### config.mk
export PLATFORM = sky130hd
export DESIGN_NAME = pg_guard
export DESIGN_NICKNAME = d
export VERILOG_FILES = /design/src/inc/pg_pkg.sv /design/src/logic/pg_guard.sv
export SDC_FILE = /design/constraint.sdc
export NUM_CORES = 1
export LEC_CHECK = 0
export BUFFER_PORTS_ARGS = -buffer_cell sky130_fd_sc_hd__buf_4
export CORE_MARGIN = 3
export CORE_UTILIZATION = 30
export CTS_CLUSTER_SIZE = 20
export DETAILED_ROUTE_END_ITERATION = 10
export PLACE_DENSITY = 0.46
export SLEW_MARGIN = 20
export SYNTH_ARGS = -nofsm -noshare
export SYNTH_HDL_FRONTEND = slang
export SYNTH_SLANG_ARGS = --single-unit
export TNS_END_PERCENT = 30
### constraint.sdc
create_clock -name i_mclk -period 4.7 [get_ports i_mclk]
set_input_delay 1.175 -clock i_mclk [delete_from_list [all_inputs] [get_ports i_mclk]]
set_output_delay 1.175 -clock i_mclk [all_outputs]
set_load 0.05 [all_outputs]
### src/inc/pg_pkg.sv
// Package for the peripheral guard: register map, field masks, reset values.
// Assumes a 32-bit peripheral bus with byte strobes and three guard groups.

package pg_pkg;

    // ************************************************************
    // Geometry
    // ************************************************************
    localparam int unsigned PG_ADDR_W  = 12;
    localparam int unsigned PG_GROUPS  = 3;
    localparam int unsigned PG_GRP_LSB = 8;

    // ************************************************************
    // Register offsets inside one group's space
    // ************************************************************
    localparam logic [7:0] PG_OFS_CLR = 8'h00;
    localparam logic [7:0] PG_OFS_SET = 8'h04;

    // ************************************************************
    // Group 0 field positions
    // ************************************************************
    localparam int unsigned PG0_POWER_MANAGER_UNIT      = 1;
    localparam int unsigned PG0_SYSTEM_CONTROL_UNIT     = 2;
    localparam int unsigned PG0_GENERIC_CLOCK_UNIT      = 3;
    localparam int unsigned PG0_WATCHDOG_UNIT           = 4;
    localparam int unsigned PG0_REAL_TIME_COUNTER       = 5;
    localparam int unsigned PG0_EXTERNAL_INTERRUPT_UNIT = 6;

    // ************************************************************
    // Group 1 and group 2 field positions
    // ************************************************************
    localparam int unsigned PG1_DEBUG_SERVICE_UNIT = 1;
    localparam int unsigned PG2_EVENT_SYSTEM       = 1;
    localparam int unsigned PG2_SERIAL_UNITS_LSB   = 2;
    localparam int unsigned PG2_TIMER_UNITS_LSB    = 8;
    localparam int unsigned PG2_ADC                = 16;
    localparam int unsigned PG2_ANALOG_COMPARATOR  = 17;
    localparam int unsigned PG2_DAC                = 18;
    localparam int unsigned PG2_TOUCH_CONTROLLER   = 19;

    // ************************************************************
    // Writable masks and reset values, one entry per group
    // ************************************************************
    localparam logic [31:0] PG_WMASK [PG_GROUPS] = '{32'h0000007e, 32'h00000002, 32'h000ffffe};
    localparam logic [31:0] PG_RESET [PG_GROUPS] = '{32'h00000000, 32'h00000000, 32'h00800000};

endpackage

### src/logic/pg_guard.sv
// Peripheral write guard: per-group protect clear/set registers and write veto.
// Assumes a single-clock peripheral bus slave port with strobes and error reply.
//
// Function
// RULE1 - Writing zero to a clear-register bit leaves that protection unchanged.
// RULE2 - Writing one to a clear-register bit unprotects that peripheral.
// RULE3 - Group 0 bits 6..1 guard interrupt, counter, watchdog, clock, control, power.
// RULE4 - Group 2 bits 19..1 guard touch, DAC, comparator, ADC, timers, serial, events.
// RULE5 - Clear register at group offset zero; group 2 resets to 0x00800000.
// RULE6 - Writing one to a set bit protects; set and clear read identically.
// RULE7 - Writes to a protected peripheral are dropped and answered with error.
// RULE8 - Protecting a protected or unprotecting an unprotected peripheral gives error.
// RULE9 - Byte, halfword and word accesses work, including each lane alone.
// RULE10 - Unassigned bits ignore writes and read their reset value.

`timescale 1ns/1ps
`default_nettype none

module pg_guard
(
    input  wire logic                         i_mclk,
    input  wire logic                         i_rst,
    input  wire logic                         i_psel,
    input  wire logic                         i_penable,
    input  wire logic                         i_pwrite,
    input  wire logic [pg_pkg::PG_ADDR_W-1:0] i_paddr,
    input  wire logic [31:0]                  i_pwdata,
    input  wire logic [3:0]                   i_pstrb,
    output var  logic [31:0]                  o_prdata,
    output logic                              o_pready,
    output logic                              o_pslverr,
    input  wire logic                         i_tgt_wr,
    input  wire logic [1:0]                   i_tgt_grp,
    input  wire logic [4:0]                   i_tgt_bit,
    output logic                              o_tgt_grant,
    output logic                              o_tgt_err
);
    import pg_pkg::*;

    // ************************************************************
    // Address decode
    // ************************************************************
    logic [31:0] prot [PG_GROUPS];
    logic [1:0]  grp;
    logic [7:0]  ofs;
    logic        hit;
    logic        is_clr;
    logic        is_set;
    logic        mapped;
    logic        acc;
    logic        acc_clr;
    logic        acc_set;
    logic [31:0] sel_prot;
    logic [31:0] sel_mask;
    logic [31:0] be;
    logic [31:0] wbits;
    logic        red;
    logic        tgt_prot;

    assign grp    = i_paddr[PG_GRP_LSB+1:PG_GRP_LSB];
    assign ofs    = i_paddr[7:0];
    // Upper address bits must be clear, so no group shows up again higher in the space
    assign hit    = (grp < 2'(PG_GROUPS)) && (i_paddr[PG_ADDR_W-1:PG_GRP_LSB+2] == '0);
    assign is_clr = (ofs == PG_OFS_CLR); // RULE5
    assign is_set = (ofs == PG_OFS_SET);
    assign mapped = hit && (is_clr || is_set);
    assign acc    = i_psel && i_penable;

    assign sel_prot = hit ? prot[grp] : 32'h0;
    assign sel_mask = hit ? PG_WMASK[grp] : 32'h0;
    // Each strobe opens its own byte lane so narrow accesses touch only their bits
    assign be       = {{8{i_pstrb[3]}}, {8{i_pstrb[2]}},
                       {8{i_pstrb[1]}}, {8{i_pstrb[0]}}}; // RULE9
    assign wbits    = i_pwdata & be & sel_mask; // RULE10

    // Any bit already in the requested state makes the whole write redundant
    assign red     = is_clr ? |(wbits & ~sel_prot) : |(wbits & sel_prot); // RULE8
    assign acc_clr = acc && i_pwrite && mapped && is_clr && !red;
    assign acc_set = acc && i_pwrite && mapped && is_set && !red;

    // ************************************************************
    // Bus answer
    // ************************************************************
    // Zero wait states; errors are decided in the access phase
    assign o_pready  = 1'b1;
    assign o_pslverr = acc && (!mapped || (i_pwrite && red)); // RULE8

    // Read data is captured in the setup phase so it stands through access
    always_ff @(posedge i_mclk)
    begin
        if (i_rst)
            o_prdata <= 32'h0;
        else if (i_psel && !i_penable && !i_pwrite)
            o_prdata <= mapped ? sel_prot : 32'h0; // RULE6
    end

    // ************************************************************
    // Protection state, one generate entry per group
    // ************************************************************
    // A rejected write changes nothing, so software sees all-or-nothing updates
    for (genvar g = 0; g < PG_GROUPS; g++)
    begin : g_grp
        always_ff @(posedge i_mclk)
        begin
            if (i_rst)
                prot[g] <= PG_RESET[g]; // RULE4
            else if (acc_clr && (grp == 2'(g)))
                prot[g] <= prot[g] & ~wbits; // RULE1 RULE2
            else if (acc_set && (grp == 2'(g)))
                prot[g] <= prot[g] | wbits; // RULE6
        end

        property p_fixed_bits;
            @(posedge i_mclk) disable iff (i_rst)
            (prot[g] & ~PG_WMASK[g]) == (PG_RESET[g] & ~PG_WMASK[g]);
        endproperty
        a_fixed_bits: assert property (p_fixed_bits) // RULE10
            else $error("unassigned guard bit changed");

        // Only an accepted write to this group may move its state
        property p_quiet;
            @(posedge i_mclk) disable iff (i_rst)
            !((acc_clr || acc_set) && (grp == 2'(g))) |=> $stable(prot[g]);
        endproperty
        a_quiet: assert property (p_quiet) // RULE1 RULE8
            else $error("guard state moved without accepted write");
    end

    // ************************************************************
    // Peripheral write veto
    // ************************************************************
    // Group 3 has no guard, so its targets are always granted
    assign tgt_prot    = (i_tgt_grp < 2'(PG_GROUPS)) ? prot[i_tgt_grp][i_tgt_bit] : 1'b0;
    assign o_tgt_grant = i_tgt_wr && !tgt_prot; // RULE7 RULE3 RULE4
    assign o_tgt_err   = i_tgt_wr && tgt_prot; // RULE7

    // ************************************************************
    // Assertions
    // ************************************************************
    property p_clr_zero;
        @(posedge i_mclk) disable iff (i_rst)
        acc_clr |=> ((prot[$past(grp)] ^ $past(sel_prot)) & ~$past(wbits)) == 32'h0;
    endproperty
    a_clr_zero: assert property (p_clr_zero) else $error("zero write altered guard"); // RULE1

    property p_clr_one;
        @(posedge i_mclk) disable iff (i_rst)
        acc_clr |=> (prot[$past(grp)] & $past(wbits)) == 32'h0;
    endproperty
    a_clr_one: assert property (p_clr_one) else $error("clear did not unprotect"); // RULE2

    property p_grp0_map;
        @(posedge i_mclk) disable iff (i_rst)
        (i_tgt_wr && i_tgt_grp == 2'd0 && i_tgt_bit == 5'(PG0_WATCHDOG_UNIT))
            |-> (o_tgt_err == prot[0][PG0_WATCHDOG_UNIT]);
    endproperty
    a_grp0_map: assert property (p_grp0_map) else $error("group 0 veto mismatch"); // RULE3

    property p_grp2_reset;
        @(posedge i_mclk)
        $past(i_rst) && !i_rst |-> (prot[2][PG2_TOUCH_CONTROLLER:PG2_EVENT_SYSTEM] == 19'h0);
    endproperty
    a_grp2_reset: assert property (p_grp2_reset) else $error("group 2 bits not reset"); // RULE4

    property p_clr_read;
        @(posedge i_mclk) disable iff (i_rst)
        (i_psel && !i_penable && !i_pwrite && grp == 2'd2 && ofs == PG_OFS_CLR)
            |=> (o_prdata == prot[2]) && !o_pslverr;
    endproperty
    a_clr_read: assert property (p_clr_read) else $error("clear read wrong"); // RULE5

    property p_set_one;
        @(posedge i_mclk) disable iff (i_rst)
        acc_set |=> (prot[$past(grp)] & $past(wbits)) == $past(wbits);
    endproperty
    a_set_one: assert property (p_set_one) else $error("set did not protect"); // RULE6

    property p_veto;
        @(posedge i_mclk) disable iff (i_rst)
        (i_tgt_wr && tgt_prot) |-> (!o_tgt_grant && o_tgt_err);
    endproperty
    a_veto: assert property (p_veto) else $error("protected write granted"); // RULE7

    property p_redundant;
        @(posedge i_mclk) disable iff (i_rst)
        (acc && i_pwrite && mapped && red) |-> o_pslverr ##1 (prot[$past(grp)] == $past(sel_prot));
    endproperty
    a_redundant: assert property (p_redundant) else $error("redundant write accepted"); // RULE8

    property p_lanes;
        @(posedge i_mclk) disable iff (i_rst)
        (acc && i_pwrite && mapped && !red)
            |=> ((prot[$past(grp)] ^ $past(sel_prot)) & ~$past(be)) == 32'h0;
    endproperty
    a_lanes: assert property (p_lanes) else $error("write leaked outside strobes"); // RULE9

    property p_set_read;
        @(posedge i_mclk) disable iff (i_rst)
        (i_psel && !i_penable && !i_pwrite && hit && ofs == PG_OFS_SET)
            |=> (o_prdata == prot[$past(grp)]) && !o_pslverr;
    endproperty
    a_set_read: assert property (p_set_read) else $error("set read wrong"); // RULE6

    property p_grp2_map;
        @(posedge i_mclk) disable iff (i_rst)
        (i_tgt_wr && i_tgt_grp == 2'h2 && i_tgt_bit == 5'(PG2_ADC))
            |-> (o_tgt_err == prot[2][PG2_ADC]) && (o_tgt_grant != prot[2][PG2_ADC]);
    endproperty
    a_grp2_map: assert property (p_grp2_map) else $error("group 2 veto mismatch"); // RULE4

    // Relies on the master following every setup cycle with its access cycle
    property p_rd_unmapped;
        @(posedge i_mclk) disable iff (i_rst)
        (i_psel && !i_penable && !i_pwrite && !mapped)
            |=> (o_prdata == 32'h0) && o_pslverr;
    endproperty
    a_rd_unmapped: assert property (p_rd_unmapped) // RULE5
        else $error("unmapped read answered");

    c_clear: cover property (@(posedge i_mclk) disable iff (i_rst) acc_clr && wbits != 32'h0);
    c_set: cover property (@(posedge i_mclk) disable iff (i_rst) acc_set && wbits != 32'h0);
    c_double: cover property (@(posedge i_mclk) disable iff (i_rst) o_pslverr && i_pwrite);
    c_veto: cover property (@(posedge i_mclk) disable iff (i_rst) o_tgt_err);

endmodule

`default_nettype wire
==> results.txt, run 1 <==
* Kind of start point of the critical path: primary input
- The die is ~160 microns tall.
- Hold buffer count at cts: 0
- Measured slew at the worst slew-check pin: 0.653 ns
* Ant. Diodes: 0
- The number of cells on the worst reg-to-reg path is 9.
- Yosys printed 0 warnings.
- Cell Area, Synth: 7440 sq um
* Setup violators final: 0
- The critical path goes through buf_8 > mux4_2 > nor2_1 > a2111oi_0 > or4_4 > a22oi_1 > o211ai_1 > and2_1 > buf_4.
- The most critical setup path has its startpoint at i_tgt_grp[0].
- Delay contributed by the slowest stage of the critical path: 0.59 ns
- Nets: 880
* CP Max Fanout: 9
- Final critical-path required period: approximately 4.6 ns
- Core region area: ~24000 sq um
* Overall die width: 163 microns
- The via count of the first global-routing pass is approximately 6000.
* Effective utilization at floorplan: a little over 30%
* Boundary pin count: 97
- For this run, design rule violations remaining after detail routing come to 0.
* Final worst path period share: 97.3%
* Number of standard cells in the layout, taps in and fillers out: 1156
- The H-tree was split into 4 levels.
- Gr ovfl total: 0
- Maximum vdd ir drop: 0.138 mV
- DIE AREA: 26700 sq um
* Number of setup buffers added after CTS: 0
- Req. time, crit path: 3.52 ns
- The netlist uses 60 different library cells.
- Number of cells after detailed placement: 1124
- Clock latency reported for the late side of the worst-skew pair: 0.42 ns
- Final Cell Area: 9260 sq um
- Via count: ~6000
* Leakage: 3.51 nW
* Proportion of layout cells with a drive suffix above 1: ~25%
- Crit-path slowest cell: sky130_fd_sc_hd__or4_4
* Max Slew Vio Count: 0
* Clock tree from TritonCTS: done
- The congestion estimate from routability-driven global placement came to ~0.85.
- Violation count after the first detailed-route iteration: 543
* Seq/Total Area, Yosys: 47.4%
- After synthesis the netlist holds a flip-flop and latch count of 128.
- Worst reg-to-reg setup slack: between 1.5 and 2 ns
- The first global-routing pass estimated 36100 microns of wire.
- STA classifies the critical path endpoint as a primary output.
- Post-detailed-placement cell area: 8620 sq um
- The worst register-to-register path begins at prot[2][16]$_SDFFCE_PN0P_.
- The worst hold path begins at o_prdata[20]$_SDFFE_PP0P_.
* Largest net degree at the start of global routing: 39
- Growth of design area from synthesis to finish: 24.4%
- The average instance in the mapped netlist occupies between 10 and 15 sq um.
* Number of hold violations in the final report: 0
- Synthesis produced a netlist with a net count of roughly 800.
- Arrival time worst endpoint: 3.40 ns
- CTS Sinks: about 130
* Global router's overall resource usage: 17.9%
- Power per cell area: between 300 and 400 nW/um^2
* Outcome: completed
* Power, Total: just under 3 mW
- Fraction of synthesis flops using an asynchronous set or reset pin: 0%
* Aggregate routed wire length: 23500 microns
- Maximum clock skew at final layout: 0.0121 ns
- Routed wire length per instance: 20.3 microns
- Worst hold endpoint: o_prdata[20]$_SDFFE_PP0P_
- Counting the buffers created by CTS gives 17.
- The critical path is of the primary input to primary output type.
* Highest achievable clock rate: 219 MHz
- Number of buffer cells added on primary ports: around 80
- In this run the core area contains 57 standard-cell rows.
- Headroom to the max-slew limit came out at 56.3%.
* Post-Synthesis Cells: just over 700
- Worst slack at placement: -0.0110 ns
- Worst hold stages: 2
- Setup repair after global routing left no endpoint under its margin.
* Number of antenna-violating nets in the routed design: 0
* Clock-pin slew of the registers on the worst-case setup and hold paths: approximately 0.06 ns
* HPWL after detailed placement: 17400 microns
- In the routed layout, each cell is associated on average with a via count of between 5 and 6.
* Clock root cell: sky130_fd_sc_hd__clkbuf_16
* Post-synth EDFFs: 96
* Initial antenna violation count: 1
* End of the worst register-to-register path: prot[2][25]$_SDFFCE_PN0P_
- The first detailed-routing pass ran for 4 iterations.
- Worst-case setup margin in the final layout: around 0.13 ns
- Max-cap violations in this run came to 0.
- The clock passes through at most 2 buffers.
- Among all flip-flop cells after synthesis, the most frequent one is sky130_fd_sc_hd__edfxtp_1.
- Class of the most critical hold timing path: register to register
[per-layer routing]
| layer | GRT usage, % | vias to the layer above | part of all wire (%) | wire, microns |
|---|---|---|---|---|
| li1 | - | 2867 | - | - |
| met1 | 27.0 | 3008 | 48 | 11300 |
| met2 | 26.2 | 205 | 43 | 10100 |
| met3 | 3.22 | 18 | 7.3 | 1720 |
| met4 | 5.11 | 0 | 1.3 | 308 |
| met5 | 0 | - | 0 | 0 |
[synth_stat cells (6+ instances only)]
| library cell | count | area, sq um |
|---|---|---|
| sky130_fd_sc_hd__o211ai_1 | 13 | 97.6 |
| sky130_fd_sc_hd__mux2i_1 | 41 | 410 |
| sky130_fd_sc_hd__dfxtp_1 | 32 | 641 |
| sky130_fd_sc_hd__nand3_1 | 30 | 150 |
| sky130_fd_sc_hd__a21oi_1 | 40 | 200 |
| sky130_fd_sc_hd__and2_1 | 32 | 200 |
| sky130_fd_sc_hd__inv_1 | 24 | 90.1 |
| sky130_fd_sc_hd__o2111ai_1 | 8 | 70.1 |
| sky130_fd_sc_hd__o22ai_1 | 6 | 37.5 |
| sky130_fd_sc_hd__and3_1 | 19 | 119 |
| sky130_fd_sc_hd__o21a_1 | 34 | 255 |
| sky130_fd_sc_hd__edfxtp_1 | 96 | 2880 |
| sky130_fd_sc_hd__nand4_1 | 6 | 37.5 |
| sky130_fd_sc_hd__nor2b_1 | 13 | 81.3 |
| sky130_fd_sc_hd__mux2_2 | 12 | 135 |
| sky130_fd_sc_hd__nand2b_1 | 14 | 87.6 |
| sky130_fd_sc_hd__nor2_1 | 32 | 120 |
| sky130_fd_sc_hd__nor3_1 | 10 | 50.1 |
| sky130_fd_sc_hd__mux4_2 | 16 | 360 |
| sky130_fd_sc_hd__clkbuf_1 | 25 | 93.8 |
| sky130_fd_sc_hd__buf_2 | 10 | 50.1 |
| sky130_fd_sc_hd__o21ai_0 | 31 | 155 |
| sky130_fd_sc_hd__a21boi_1 | 10 | 75.1 |
| sky130_fd_sc_hd__nand2_1 | 92 | 345 |
| sky130_fd_sc_hd__buf_6 | 6 | 67.6 |
[per-stage QoR]
stage          TNS (ns)  utilization (%)  hold slack (ns)
2_1_floorplan         0                -            0.530
3_3_place_gp    -0.0215             35.4            0.442
3_5_place_dp    -0.0110             35.4            0.448
4_1_cts               0             37.9            0.457
5_1_grt               0             38.1            0.476
6_report              0             38.1            0.455
[power breakdown]
group / total [mW] / switching, mW / leakage, nW / internal [mW]
Clock: 1.36 / 0.541 / 0.303 / 0.815
Sequential: 1.26 / 0.0247 / 1.24 / 1.24
Combinational: 0.304 / 0.177 / 1.97 / 0.127
[cells in the final DEF (no fill, tap or decap), types with 3 or more instances in the layout]
cell type | synthesis | routed
sky130_fd_sc_hd__or3_1 | 3 | 3
sky130_fd_sc_hd__mux2i_1 | 41 | 40
sky130_fd_sc_hd__buf_4 | 4 | 120
sky130_fd_sc_hd__o22ai_1 | 6 | 6
sky130_fd_sc_hd__a21boi_1 | 10 | 10
sky130_fd_sc_hd__nor2b_1 | 13 | 13
sky130_fd_sc_hd__clkbuf_16 | 0 | 19
sky130_fd_sc_hd__mux2_1 | 5 | 5
sky130_fd_sc_hd__inv_1 | 24 | 24
sky130_fd_sc_hd__dfxtp_1 | 32 | 32
sky130_fd_sc_hd__nor2_1 | 32 | 30
sky130_fd_sc_hd__mux2_2 | 12 | 12
sky130_fd_sc_hd__a21boi_0 | 3 | 3
sky130_fd_sc_hd__edfxtp_1 | 96 | 96
sky130_fd_sc_hd__inv_6 | 0 | 4
sky130_fd_sc_hd__nand2b_1 | 14 | 14
sky130_fd_sc_hd__nand2_1 | 92 | 91
sky130_fd_sc_hd__clkinv_4 | 0 | 4
sky130_fd_sc_hd__nor3_1 | 10 | 10
sky130_fd_sc_hd__and3_1 | 19 | 19
sky130_fd_sc_hd__a22oi_1 | 3 | 3
sky130_fd_sc_hd__o21bai_1 | 3 | 3
sky130_fd_sc_hd__and2_1 | 32 | 32
sky130_fd_sc_hd__o21ai_0 | 31 | 31
sky130_fd_sc_hd__nand4_1 | 6 | 6
sky130_fd_sc_hd__nand3_1 | 30 | 30
sky130_fd_sc_hd__o2111ai_1 | 8 | 8
sky130_fd_sc_hd__o21a_1 | 34 | 34
sky130_fd_sc_hd__a2bb2oi_1 | 4 | 4
sky130_fd_sc_hd__o211ai_1 | 13 | 13
sky130_fd_sc_hd__a21oi_1 | 40 | 40
sky130_fd_sc_hd__buf_12 | 0 | 5
sky130_fd_sc_hd__nor4b_2 | 3 | 3
sky130_fd_sc_hd__mux4_2 | 16 | 16
sky130_fd_sc_hd__a22o_1 | 3 | 3
[final cells by class]
cell class	count	area [sq um]
Inverter	25	93.8
Sequential cell	128	3520
Clock inverter	12	118
Tap cell	324	405
Fill cell	2401	15100
Timing Repair Buffer	128	1040
Multi-Input combinational cell	519	3590
Clock buffer	20	489
[critical path: cells and delay by family]
kind	cells	cell delay, ns
multiplexers	1	0.53
AO/OA/AOI/OAI	3	0.46
buffers and inverters	2	0.33
AND/OR/NAND/NOR	3	0.89
[worst max-delay path by stage]
stage                  end  cells past startpoint
3_5_place_dp     o_tgt_err                      9
5_1_grt          o_tgt_err                     10
3_3_place_gp     o_tgt_err                      9
2_1_floorplan  o_tgt_grant                      9
6_report         o_tgt_err                      9
4_1_cts          o_tgt_err                      9
[cells by family (layout without fill, tap and decap cells)]
kind of cell / count (synthesis) / after routing / share of synthesized area (%)
buffers and inverters: 74 / 185 / 4.71
AOI/OAI and AO/OA: 177 / 177 / 16.5
other: 1 / 1 / 0.0504
DFF: 128 / 128 / 47.4
and+or+nand+nor: 265 / 265 / 18.0
muxes: 76 / 76 / 13.3
[what timing repair did]
action / CTS / global route
endpoints found under the setup margin: 1 / 3
pin swaps: 0 / 1
resized for setup: 1 / 8
Note: power is estimated with default switching activity, not from simulation.
==> inputs of run 2 (changes only) <==
==> constraint.sdc (replaced) <==
create_clock -name i_mclk -period 4.7 [get_ports i_mclk]
set_input_delay 1.175 -clock i_mclk [delete_from_list [all_inputs] [get_ports i_mclk]]
set_output_delay 1.175 -clock i_mclk [all_outputs]
set_load 0.005 [all_outputs]
==> results.txt, run 2 (synthesis gave the netlist of run 1 again) <==
- After filler insertion, the fill cell instance count of the layout stands at roughly 2400.
* Overall die width: 163 microns
* Maximum vdd ir drop: 0.171 mV
- Counting the buffers created by CTS gives 17.
* Highest achievable clock rate: 219 MHz
- At the end of routability-driven placement, the weighted congestion stood at 0.888.
* Final critical-path required period: 4.58 ns
* Boundary pin count: 97
- Ant. Diodes: 0
* Aggregate routed wire length: around 24000 microns
- Clock-pin slew was measured on the worst setup and hold paths at roughly 0.060 ns.
* Die Span Y: 163 microns
- Delay contributed by the slowest stage of the critical path: between 0.4 and 0.5 ns
- Post-CTS repair changed the size of 0 cells.
* Number of setup buffers added after CTS: 0
- Req. time, crit path: 3.52 ns
* Arrival time worst endpoint: about 3.4 ns
- Counting along the longest clock path gives a buffer depth of 2.
- First-pass DRT Iterations: 5
* Global router's overall resource usage: between 10% and 20%
- Clock root cell: sky130_fd_sc_hd__clkbuf_16
- Ordered cell list for the critical path: buf_4 > nor4b_2 > buf_12 > and2_1 > a22o_1 > a211o_1 > or3_1 > nand3_1 > a21oi_1 > buf_4
- Vias/cell: 5.27
- Growth of design area from synthesis to finish: 23.0%
- RSZ-0062 raised after global routing: false
- Entering global routing, the biggest net connects 39 pins.
- In the finished design, the share of the clock period the worst path needs comes to 97.4%.
- In this run the worst path has a maximum fanout of 24.
- Across the run, the number of max-cap violations was 0.
- Summed over all nets, the half-perimeter wirelength after detailed placement is around 17000 microns.
- Number of cells after detailed placement: 1118
- The final-report max-slew violation count was 0.
- Most common cell after layout, fill and taps aside: sky130_fd_sc_hd__buf_4
- The slowest stage of the critical path is the sky130_fd_sc_hd__or3_1 cell.
* Clock tree from TritonCTS: done
- The worst setup path is launched from a primary input.
- The final-report hold violation count came to 0.
* Clock latency reported for the late side of the worst-skew pair: 0.42 ns
- Along the worst hold path, the cell count comes to 2.
- Most frequent cells in the layout: sky130_fd_sc_hd__buf_4 (117), sky130_fd_sc_hd__edfxtp_1 (96), sky130_fd_sc_hd__nand2_1 (91)
- Gr ovfl total: 0
* Worst reg-to-reg setup slack: between 1.5 and 2 ns
* Cell repeated most along the worst path: sky130_fd_sc_hd__buf_4
- During placement, the flow inserted port buffers numbering slightly above 80.
* Maximum clock skew at final layout: approximately 0.0066 ns
- CTS Sinks: 128
- Leakage: 3.48 nW
* DRC errors left: 0
* DIE AREA: 26700 sq um
* Crit Reg-Reg Startpoint: prot[2][16]$_SDFFCE_PN0P_
* End of the worst register-to-register path: prot[0][2]$_DFFE_PP_
* Routed wire length per instance: 20.6 microns
- The worst setup path is of the primary input to primary output kind.
- Class of the most critical hold timing path: register to register
* Effective utilization at floorplan: a little under a third
* Outcome: completed
* Total number of placement rows: 57
* Number of antenna-violating nets in the routed design: 0
- At the end of the flow, the number of nets in the layout was 874.
* CTS H-tree lvls: 4
- For this block, the initial DRC count from the detailed router was 646.
* Core region area: 24300 sq um
- Total Neg Setup Slack: 0 ns
* Startpoint of the lowest-slack hold path: o_prdata[5]$_SDFFE_PP0P_
* Hold buffer count at cts: 0
- The worst setup path is captured at a primary output.
- Worst hold endpoint: o_prdata[5]$_SDFFE_PP0P_
- The via count of the first global-routing pass is 5880.
- The post-route netlist has 24.1% of its cells at a drive strength greater than 1.
- In this run the power density over the cells is 315 nW/um^2.
- Via count: 6061
- Worst-case reg-to-reg path depth: 9
- First-pass GRT wire length: 36400 microns
* Measured slew at the worst slew-check pin: 0.648 ns
- The number of antenna violations at the first check in global routing is 0.
- Once layout is complete, the cells apart from fillers number 1150.
- In this run the tightest slew margin relative to its limit is between 50% and 60%.
- Setup violators final: 0
run 2: per-layer routing:
layer  GRT usage, %  share of wire [%]  up-vias
li1               -                  -     2854
met1           27.5                 50     2982
met2           26.9                 43      212
met3           3.22                5.9       13
met4           3.69               0.87        0
met5              0                  0        -
run 2: worst max-delay path by stage:
stage	start	to	slack [ns]	cells after the start
6_report	i_paddr[8]	o_pslverr	0.12	10
3_5_place_dp	i_tgt_grp[0]	o_tgt_err	0.06	9
2_1_floorplan	i_tgt_bit[0]	o_tgt_err	0.28	9
3_3_place_gp	i_tgt_grp[0]	o_tgt_err	0.05	9
4_1_cts	i_tgt_grp[0]	o_tgt_err	0.05	9
5_1_grt	i_paddr[8]	o_pslverr	0.01	10
run 2: worst max-delay path, delay by kind of cell:
| family | cells | cell delay, ns |
|---|---|---|
| simple gates | 4 | 0.93 |
| compound gates | 3 | 0.58 |
| buf+inv | 3 | 0.70 |
run 2: where the power goes:
part	internal, mW	switching (mW)
combinational	0.120	0.163
clock	0.805	0.532
sequential	1.24	0.0254
total	2.17	0.720
run 2: stage by stage:
step	total power [mW]	hold slack, ns	area, sq um	util (%)	worst slack, ns
6_report	2.89	0.453	9150	37.6	0.124
5_1_grt	2.99	0.479	9150	37.6	0.0150
4_1_cts	2.91	0.455	9150	37.6	0.0525
3_5_place_dp	1.57	0.449	8560	35.2	0.0603
3_3_place_gp	1.57	0.444	8560	35.2	0.0507
2_1_floorplan	1.44	0.448	7440	-	0.283
run 2: layout make-up:
| cell class | count | area, sq um | share of cell area (%) |
|---|---|---|---|
| clock inverter | 14 | 153 | 1.67 |
| timing repair buffer | 122 | 970 | 10.6 |
| sequential | 128 | 3520 | 38.5 |
| multi-input combinational | 519 | 3570 | 39.0 |
| tap | 324 | 405 | 4.43 |
| clock buffer | 18 | 439 | 4.80 |
| inverter | 25 | 93.8 | 1.03 |
